<file path="src/rtl/plc_pkg.sv">
// Constants for the protection limit configuration register.
// Notes on behaviour
// 16-bit register at address 0x94, resets to zero, all bits read/write.
// Bits 15:14 pick over-temperature cap: off, 1 A, 1.6 A, 2 A.
// Bit 13 enables the closed-loop stall check.
// Bit 12 enables the open-loop start-up stall check.
// Bit 11 enables the missing motor check.
// Bit 10 enables the abnormal torque constant check.
// Bit 9 enables the abnormal speed check.
// Bit 8 enables the lock check on lock current limit hit.
// Bits 7:4 give acceleration limit n times 0.2 A, zero disables.
// Range 0: bit 3 ignored, bits 2:1 give 2.5, 1.9, 1.5, 0.9 A.
// Range 1: bits 3:1 give 0.4 A plus 0.4 A per code step.
// Bit 0 selects range 0 or range 1 for the lock limit.
// Decoded settings follow the stored contents from the storing write on.
package plc_pkg;

    localparam int          PLC_DATA_W = 16;
    localparam int          PLC_ADDR_W = 8;
    localparam int          PLC_MA_W   = 12;

    // ==========================================================
    // Register map and reset value.
    localparam logic [7:0]  PLC_ADDR_PROT_LIMIT_CONFIG  = 8'h94;
    localparam logic [15:0] PLC_RESET_PROT_LIMIT_CONFIG = 16'h0000;

    // ==========================================================
    // Field positions.
    localparam int PLC_OT_CAP_MSB       = 15;
    localparam int PLC_OT_CAP_LSB       = 14;
    localparam int PLC_CLOSED_STALL_BIT = 13;
    localparam int PLC_OPEN_STALL_BIT   = 12;
    localparam int PLC_MISSING_BIT      = 11;
    localparam int PLC_TORQUE_BIT       = 10;
    localparam int PLC_SPEED_BIT        = 9;
    localparam int PLC_CURR_LOCK_BIT    = 8;
    localparam int PLC_ACCEL_MSB        = 7;
    localparam int PLC_ACCEL_LSB        = 4;
    localparam int PLC_LOCK_CODE_MSB    = 3;
    localparam int PLC_LOCK_CODE_LSB    = 1;
    localparam int PLC_RANGE_SEL_BIT    = 0;

    // ==========================================================
    // Current values in milliamperes.
    localparam logic [11:0] PLC_OT_CAP_1_MA       = 12'h3e8; // 1.0 A
    localparam logic [11:0] PLC_OT_CAP_2_MA       = 12'h640; // 1.6 A
    localparam logic [11:0] PLC_OT_CAP_3_MA       = 12'h7d0; // 2.0 A
    localparam logic [11:0] PLC_ACCEL_STEP_MA     = 12'h0c8; // 0.2 A
    localparam logic [11:0] PLC_LOCK_R0_0_MA      = 12'h9c4; // 2.5 A
    localparam logic [11:0] PLC_LOCK_R0_1_MA      = 12'h76c; // 1.9 A
    localparam logic [11:0] PLC_LOCK_R0_2_MA      = 12'h5dc; // 1.5 A
    localparam logic [11:0] PLC_LOCK_R0_3_MA      = 12'h384; // 0.9 A
    localparam logic [11:0] PLC_LOCK_R1_STEP_MA   = 12'h190; // 0.4 A

endpackage

</file>
<file path="src/rtl/plc_protection_limit_config.sv">
// Protection limit configuration register with decoded limit outputs.
`timescale 1ns/100ps
module plc_protection_limit_config
    import plc_pkg::*;
(
    input  wire logic                  i_clk,
    input  wire logic                  i_rst,
    input  wire logic [PLC_ADDR_W-1:0] i_reg_addr,
    input  wire logic                  i_reg_wr,
    input  wire logic                  i_reg_rd,
    input  wire logic [PLC_DATA_W-1:0] i_reg_wdata,
    output logic      [PLC_DATA_W-1:0] o_reg_rdata,
    output logic                       o_reg_ack,
    output logic                       o_reg_hit,
    output logic                       o_overtemp_cap_en,
    output logic      [PLC_MA_W-1:0]   o_overtemp_cap_ma,
    output logic                       o_closed_loop_stall_check_en,
    output logic                       o_open_loop_stall_check_en,
    output logic                       o_missing_motor_check_en,
    output logic                       o_torque_constant_check_en,
    output logic                       o_speed_anomaly_check_en,
    output logic                       o_current_limit_lock_check_en,
    output logic                       o_accel_limit_en,
    output logic      [PLC_MA_W-1:0]   o_accel_limit_ma,
    output logic      [PLC_MA_W-1:0]   o_lock_limit_ma
);

    // ==========================================================
    // Register access decode.
    logic [PLC_DATA_W-1:0] cfg_q;
    logic [PLC_DATA_W-1:0] cfg_d;
    logic                  addr_hit;
    logic                  wr_hit;
    logic                  access;

    assign addr_hit = (i_reg_addr == PLC_ADDR_PROT_LIMIT_CONFIG);
    assign wr_hit   = i_reg_wr && addr_hit;
    assign access   = i_reg_wr || i_reg_rd;
    assign cfg_d    = wr_hit ? i_reg_wdata : cfg_q;

    always_ff @(posedge i_clk or posedge i_rst) begin
        if (i_rst) begin
            cfg_q <= PLC_RESET_PROT_LIMIT_CONFIG;
        end else begin
            cfg_q <= cfg_d;
        end
    end

    // A read returns the contents held before any write in the same cycle.
    // Unmapped addresses read as zero and leave the register untouched.
    always_ff @(posedge i_clk or posedge i_rst) begin
        if (i_rst) begin
            o_reg_rdata <= 16'h0000;
            o_reg_ack   <= 1'b0;
            o_reg_hit   <= 1'b0;
        end else begin
            o_reg_rdata <= (i_reg_rd && addr_hit) ? cfg_q : 16'h0000;
            o_reg_ack   <= access;
            o_reg_hit   <= access && addr_hit;
        end
    end

    // ==========================================================
    // Field decode from the next register value, so the decoded outputs
    // change on the same edge that stores the write.
    logic [1:0]          ot_sel_d;
    logic [3:0]          accel_code_d;
    logic [PLC_MA_W-1:0] ot_cap_ma_d;
    logic [PLC_MA_W-1:0] accel_ma_d;
    logic [PLC_MA_W-1:0] lock_ma_d;

    assign ot_sel_d     = cfg_d[PLC_OT_CAP_MSB:PLC_OT_CAP_LSB];
    assign accel_code_d = cfg_d[PLC_ACCEL_MSB:PLC_ACCEL_LSB];
    assign accel_ma_d   = PLC_MA_W'(PLC_MA_W'(accel_code_d)
                                    * PLC_ACCEL_STEP_MA);

    always_comb begin
        case (ot_sel_d)
            2'h1:    ot_cap_ma_d = PLC_OT_CAP_1_MA;
            2'h2:    ot_cap_ma_d = PLC_OT_CAP_2_MA;
            2'h3:    ot_cap_ma_d = PLC_OT_CAP_3_MA;
            default: ot_cap_ma_d = 12'h000;
        endcase
    end

    plc_lock_limit_decode u_lock_decode (
        .i_code      (cfg_d[PLC_LOCK_CODE_MSB:PLC_LOCK_CODE_LSB]),
        .i_range_sel (cfg_d[PLC_RANGE_SEL_BIT]),
        .o_limit_ma  (lock_ma_d)
    );

    always_ff @(posedge i_clk or posedge i_rst) begin
        if (i_rst) begin
            o_overtemp_cap_en             <= 1'b0;
            o_overtemp_cap_ma             <= 12'h000;
            o_closed_loop_stall_check_en  <= 1'b0;
            o_open_loop_stall_check_en    <= 1'b0;
            o_missing_motor_check_en      <= 1'b0;
            o_torque_constant_check_en    <= 1'b0;
            o_speed_anomaly_check_en      <= 1'b0;
            o_current_limit_lock_check_en <= 1'b0;
            o_accel_limit_en              <= 1'b0;
            o_accel_limit_ma              <= 12'h000;
            o_lock_limit_ma               <= PLC_LOCK_R0_0_MA;
        end else begin
            o_overtemp_cap_en             <= (ot_sel_d != 2'h0);
            o_overtemp_cap_ma             <= ot_cap_ma_d;
            o_closed_loop_stall_check_en  <=
                cfg_d[PLC_CLOSED_STALL_BIT];
            o_open_loop_stall_check_en    <= cfg_d[PLC_OPEN_STALL_BIT];
            o_missing_motor_check_en      <= cfg_d[PLC_MISSING_BIT];
            o_torque_constant_check_en    <= cfg_d[PLC_TORQUE_BIT];
            o_speed_anomaly_check_en      <= cfg_d[PLC_SPEED_BIT];
            o_current_limit_lock_check_en <= cfg_d[PLC_CURR_LOCK_BIT];
            o_accel_limit_en              <= (accel_code_d != 4'h0);
            o_accel_limit_ma              <= accel_ma_d;
            o_lock_limit_ma               <= lock_ma_d;
        end
    end
endmodule

</file>
<file path="src/rtl/plc_lock_limit_decode.sv">
// Lock-detect current limit decoder for both value ranges.
`timescale 1ns/100ps
module plc_lock_limit_decode
    import plc_pkg::*;
(
    input  wire logic [2:0]          i_code,
    input  wire logic                i_range_sel,
    output logic      [PLC_MA_W-1:0] o_limit_ma
);

    logic [PLC_MA_W-1:0] range0_ma;
    logic [PLC_MA_W-1:0] range1_ma;

    // The upper code bit plays no part in range 0.
    always_comb begin
        case (i_code[1:0])
            2'h0:    range0_ma = PLC_LOCK_R0_0_MA;
            2'h1:    range0_ma = PLC_LOCK_R0_1_MA;
            2'h2:    range0_ma = PLC_LOCK_R0_2_MA;
            2'h3:    range0_ma = PLC_LOCK_R0_3_MA;
            default: range0_ma = PLC_LOCK_R0_0_MA;
        endcase
    end

    assign range1_ma  = PLC_MA_W'((PLC_MA_W'(i_code) + 12'h001)
                                  * PLC_LOCK_R1_STEP_MA);
    assign o_limit_ma = i_range_sel ? range1_ma : range0_ma;

endmodule

</file>
<file path="config.mk">
export PLATFORM = sky130hd
export DESIGN_NAME = plc_protection_limit_config
export DESIGN_NICKNAME = d
export VERILOG_FILES = /design/src/rtl/plc_pkg.sv /design/src/rtl/plc_protection_limit_config.sv /design/src/rtl/plc_lock_limit_decode.sv
export SDC_FILE = /design/constraint.sdc
export NUM_CORES = 1
export LEC_CHECK = 0
export BUFFER_PORTS_ARGS = -buffer_cell sky130_fd_sc_hd__buf_2
export CAP_MARGIN = 20
export CORE_MARGIN = 1
export CORE_UTILIZATION = 45
export DETAILED_ROUTE_END_ITERATION = 8
export PLACE_DENSITY = 0.85
export SLEW_MARGIN = 20
export SYNTH_ARGS = -nofsm -noshare
export SYNTH_HDL_FRONTEND = slang
export SYNTH_HIERARCHICAL = 1
export SYNTH_SLANG_ARGS = --single-unit
export TNS_END_PERCENT = 30
</file>
<file path="constraint.sdc">
create_clock -name i_clk -period 2.65 [get_ports i_clk]
set_clock_uncertainty 0.2 [all_clocks]
set_input_delay 0.3975 -clock i_clk [delete_from_list [all_inputs] [get_ports i_clk]]
set_output_delay 0.3975 -clock i_clk [all_outputs]
set_load 0.005 [all_outputs]
</file>
Word-level counts from Yosys, hierarchy flattened. Index checks and enable logic that the tools add are counted.

Register bits: 75. Output and inout bits: 62.

Add/subtract/negate cells: 1. $mul: 2. Eq/ne operators: 7. Mux-type cells: 5. Reduce and logical (&&, ||, !) cells: 7.

Operator list (number): $pmux W12 S4 (1); $pmux W11 S3 (1); $mux W16 (2); $mul A12 B5 Y8 const B (1); $mux W12 (1); $mul A4 B5 Y9 const B (1); $eq A2 B2 Y1 const B (4); $eq A8 B8 Y1 const B (1); $add A3 B1 Y4 const B (1); $eq A2 B1 Y1 const B (2); $reduce_bool A4 Y1 (1); $logic_and A1 B1 Y1 (3); $logic_not A2 Y1 (1); $reduce_bool A2 Y1 (1); $logic_or A1 B1 Y1 (1).

Longest topological paths before layout.
Depth in word-level cells: 6. Mapped depth: 12.

By module. Netlist, hierarchy kept.

Modules (own cells, without submodules): plc_protection_limit_config (instances 1, cells an instance 153, area an instance 2288.4 um^2); plc_lock_limit_decode (instances 1, cells an instance 47, area an instance 375.4 um^2).

Worst setup path before layout. No wires, ideal clock.

Path kind: input-to-reg. Start point: input i_reg_addr[1]. End point: register o_lock_limit_ma[10]. Data arrival time: 2.897 ns. Data required time: 2.332 ns. Slack: -0.565 ns. Stages: 12. Buffers on the path: 1. Cells stage by stage: nor4b_4 > nand3_4 > buf_6 > mux2_4 > ha_1 > xnor2_1 > inv_1 > ha_1 > inv_1 > fa_1 > xnor2_1 > a21o_1.

Cells in the longest elaborated chain, start to end: 6. Elaborated cells between the ends (all ways): 11. Those cells by class: add/sub (1); mul (1); eq/ne (4); mux (3); reduce/logical (2).

Ends and longest elaborated chain: start: declaration (line plc_protection_limit_config.sv:8) `input wire logic [PLC_ADDR_W-1:0] i_reg_addr,`; $eq A8 B8 Y1 * (line plc_protection_limit_config.sv:36) `assign addr_hit = (i_reg_addr == PLC_ADDR_PROT_LIMIT_CONFIG);`; $logic_and A1 B1 Y1 * (line plc_protection_limit_config.sv:37) `assign wr_hit = i_reg_wr && addr_hit;`; $mux W16 * (line plc_protection_limit_config.sv:39) `assign cfg_d = wr_hit ? i_reg_wdata : cfg_q;`; net cfg_d[1] (line plc_protection_limit_config.sv:31) `logic [PLC_DATA_W-1:0] cfg_d;`; $add A3 B1 Y4 (tied with other cells) (line plc_lock_limit_decode.sv:25) `assign range1_ma = PLC_MA_W'((PLC_MA_W'(i_code) + 12'h001)`; $mul A12 B5 Y8 or $pmux W12 S4 (tied branches) (line plc_lock_limit_decode.sv:26, plc_lock_limit_decode.sv:16); $mux W12 * (line plc_lock_limit_decode.sv:27) `assign o_limit_ma = i_range_sel ? range1_ma : range0_ma;`; net lock_ma_d[10] (line plc_protection_limit_config.sv:70) `logic [PLC_MA_W-1:0] lock_ma_d;`; end signal: assignment (line plc_protection_limit_config.sv:117) `o_lock_limit_ma <= lock_ma_d;`; end: declaration (line plc_protection_limit_config.sv:25) `output logic [PLC_MA_W-1:0] o_lock_limit_ma`.

The timed path passes the listed nets; every way through them passes the cells marked *. The select of a mux whose other input is x is not followed.

Worst setup path after layout.
Start point: input i_reg_addr[0]. End point: register o_lock_limit_ma[10].

The elaborated chain is that of the path after synthesis.

==> flow_summary_export.csv <==
group,metric,value,unit
timing,fin_crit_sh,1.00,
yosys,synth_top_flop_cell,"dfrtp_1",
worst_hold_path,hold-path-endpoint,"o_reg_ack$_DFF_PP0_",
yosys,synth.cell_area,0.00266,mm²
worst_setup_path,cp_top_family,"adder cells",
drt,vias,1716,
placement,dp_cells,359,
finish,final_cell_area,0.00342,mm²
worst_setup_path,r2r-start,"cfg_q[1]$_DFF_PP0_",
worst_setup_path,start_kind,"primary input",
pwr,peakVddDrop,251,µV
worst_setup_path,r2r-end,"o_lock_limit_ma[10]$_DFF_PP0_",
finish,n_fill_cell,455,
drt,wire_per_inst,13.7,µm
worst_setup_path,crit_path_max_fanout,4,
yosys,synth-edff-count,0,
worst_setup_path,cpPeakStageDelay,0.36,ns
die,die_w,78.9,µm
die,ios,90,
global_route,grt_pass1_wl,8340,µm
clock_network,cts_num_sinks,56,
die,core-area,0.00561,mm²
timing,clock.fmax,375,MHz
job,cap_violations,0,
worst_setup_path,critical_path_class,"in2reg",
die,dieArea,0.00623,mm²
yosys,yosys.area.top_type,"dfrtp_1",
yosys,ys_seq_area_frac,0.528,
die,num_rows,27,
status,violations,"negative setup slack",
worst_setup_path,cp.required,2.65,ns
finish,register_area,0.00141,mm²
drt,dr.pass1.iters,4,
placement,place_hpwl,3870,µm
global_route,grt_antenna_before_repair,0,
timing,timing.final.ws_setup,-0.0132,ns
placement,gp_congestion,0.888,
pwr,power.density,499,mW/mm²
worst_setup_path,endpoint_kind,"flop",
clock_network,cts_tree,"built",
clock_network,clk_latency,0.30,ns
placement,placed_cell_area,0.00319,mm²
finish,antenna_cells,0,
yosys,synth_warnings,6,
worst_setup_path,crit_buf_inv,3,
yosys,avgSynthCellArea,13.3,µm²
timing,hold_viol,0,
global_route,grt-ovfl-total,0,
worst_hold_path,hp-start,"i_reg_rd",
finish,instances_no_fill,372,
clock_network,numCtsBuffers,5,
global_route,grt_usage,0.176,
worst_setup_path,regToRegSetupSlack,0.34,ns
yosys,synth_cell_type_count,33,
finish,syn_to_final_growth,28.2,%
finish,finish.net_count,351,
yosys,synth_top_area_frac,0.479,
finish,drive_gt1_frac,0.517,
clock_network,clk_path_buf_depth,2,
global_route,grt_pass1_vias,1770,
worst_hold_path,hold_path.class,"in2reg",
yosys,synth.area.top_cells,"dfrtp_1 (48%), ha_1 (10%), mux2_4 (7.3%)",
drt,drt_drc_violations_left,0,
worst_setup_path,crit_arrival,2.67,ns
worst_setup_path,critPathSlowestCell,"mux2_4",
drt,drt_iter0_markers,57,
drt,routed_wl,5100,µm
timing,setup_viol,1,
worst_hold_path,hold_path_depth,2,
placement,port_buffers,82,
timing,final-max-slew-violation-count,0,
clock_network,clockRootBuffer,"clkbuf_8",
die,initial_core_util,0.475,
pwr,p_leak,1.99,nW
timing,min_period,2.66,ns
die,fp.dieH,78.9,µm
clock_network,htreeDepth,2,
yosys,netlist_instances,200,
drt,vias_per_cell,4.61,
worst_setup_path,crit_chain,"buf_6 -> nor4b_4 -> nand3_4 -> mux2_4 -> ha_4 -> xnor2_4 -> inv_2 -> ha_4 -> inv_2 -> fa_2 -> xnor2_1 -> a21o_1",
global_route,grt_max_degree,25,
worst_setup_path,r2r_cells,9,
yosys,synth_seq_cells,56,
clock_network,path_clk_slew,0.10,ns
finish,multi_input_area,0.00114,mm²
status,status,"finished, violations left",
timing,rsz0062_at_grt,"yes",
yosys,async_reset_ff_frac,1.00,
timing,fin_setup_tns,-0.0132,ns
drt,ant_nets,0,
==> sequential cells by signal, summed over array words and instances, names as in the netlist <==
signal             flops
o_reg_rdata           16
o_reg_ack              1
cfg_q                 15
o_accel_limit_en       1
o_accel_limit_ma       6
o_reg_hit              1
o_lock_limit_ma       12
o_overtemp_cap_ma      4
==> area by class of cell <==
cell class                 count  share of cell area
sequential                    56               0.412
inverter                      15              0.0165
multi-input combinational    115               0.333
tap                           72              0.0264
timing repair buffer         106               0.178
clock inverter                 3              0.0136
clock buffer                   5              0.0201
==> worst max-delay path by stage <==
stage / endpoint / start / cells after the start / slack (ns)
floorplan: o_lock_limit_ma[10]$_DFF_PP0_ / i_reg_addr[3] / 12 / -0.39
global placement: o_lock_limit_ma[10]$_DFF_PP0_ / i_reg_addr[3] / 12 / -0.40
detailed placement: o_lock_limit_ma[10]$_DFF_PP0_ / i_reg_addr[3] / 12 / -0.45
CTS: o_lock_limit_ma[10]$_DFF_PP0_ / i_reg_addr[1] / 12 / -0.02
global route: o_lock_limit_ma[10]$_DFF_PP0_ / i_reg_addr[0] / 12 / -0.07
finish: o_lock_limit_ma[10]$_DFF_PP0_ / i_reg_addr[0] / 12 / -0.01
==> per-stage QoR <==
step	power, mW	hold slack, ns	setup slack, ns	utilization
floorplan	1.05	0.254	-0.395	-
global placement	1.12	0.132	-0.404	0.568
detailed placement	1.13	0.137	-0.455	0.568
CTS	1.71	0.0926	-0.0198	0.600
global route	1.78	0.106	-0.0718	0.609
finish	1.71	0.106	-0.0132	0.609
==> cells in the mapped netlist (all sizes together), types with 2 or more instances <==
master  count
nand2       6
fa          2
and3        2
conb        2
and2       16
ha         22
xnor2       7
nand2b      3
dfstp       5
inv        15
a21oi       2
nor2        5
nand3       2
dfrtp      51
mux2       17
mux2i       8
a21o        3
buf        21
==> timing repair <==
action | in CTS | in global routing
setup endpoints to repair | 4 | 4
pin swaps | 5 | 3
endpoints found under the hold margin | 5 | 0
gates resized for setup | 8 | 7
buffers inserted | 2 | 2
gates cloned | 0 | 0
hold buffers | 1 | 0
==> metal layers <==
layer	up-vias	track usage	wire, µm
li1	815	-	-
met3	6	0.0333	235
met5	-	0	0
met1	838	0.212	2180
met2	57	0.307	2610
met4	0	0.0727	84
==> power breakdown <==
group	switching [mW]	internal [mW]
Clock	0.286	0.285
Sequential	0.0166	0.893
Combinational	0.108	0.116
Total	0.411	1.29
==> cell usage in the layout, fill, tap and decap left out, drive strengths merged, types with 2 or more instances in the layout <==
master,count
mux2,17
nand2b,3
xnor2,7
and3,2
inv,16
a21o,3
dfrtp,51
dfstp,5
nor2,5
mux2i,8
nand2,6
buf,105
conb,10
ha,22
and2,16
nand3,2
fa,2
clkbuf,5
a21oi,2
==> cell families (layout without fill, tap and decap cells) <==
kind of cell	count (synthesis)	count (layout)	synth area share
DFF	56	56	0.528
and+or+nand+nor	41	41	0.0991
buffers and inverters	37	129	0.0864
muxes	25	25	0.120
adders and majority gates	24	24	0.118
AOI/OAI and AO/OA	8	8	0.0216
xor gates and xnor gates	7	7	0.0230
other	2	10	0.00282
Note: power is estimated with default switching activity, not from simulation.
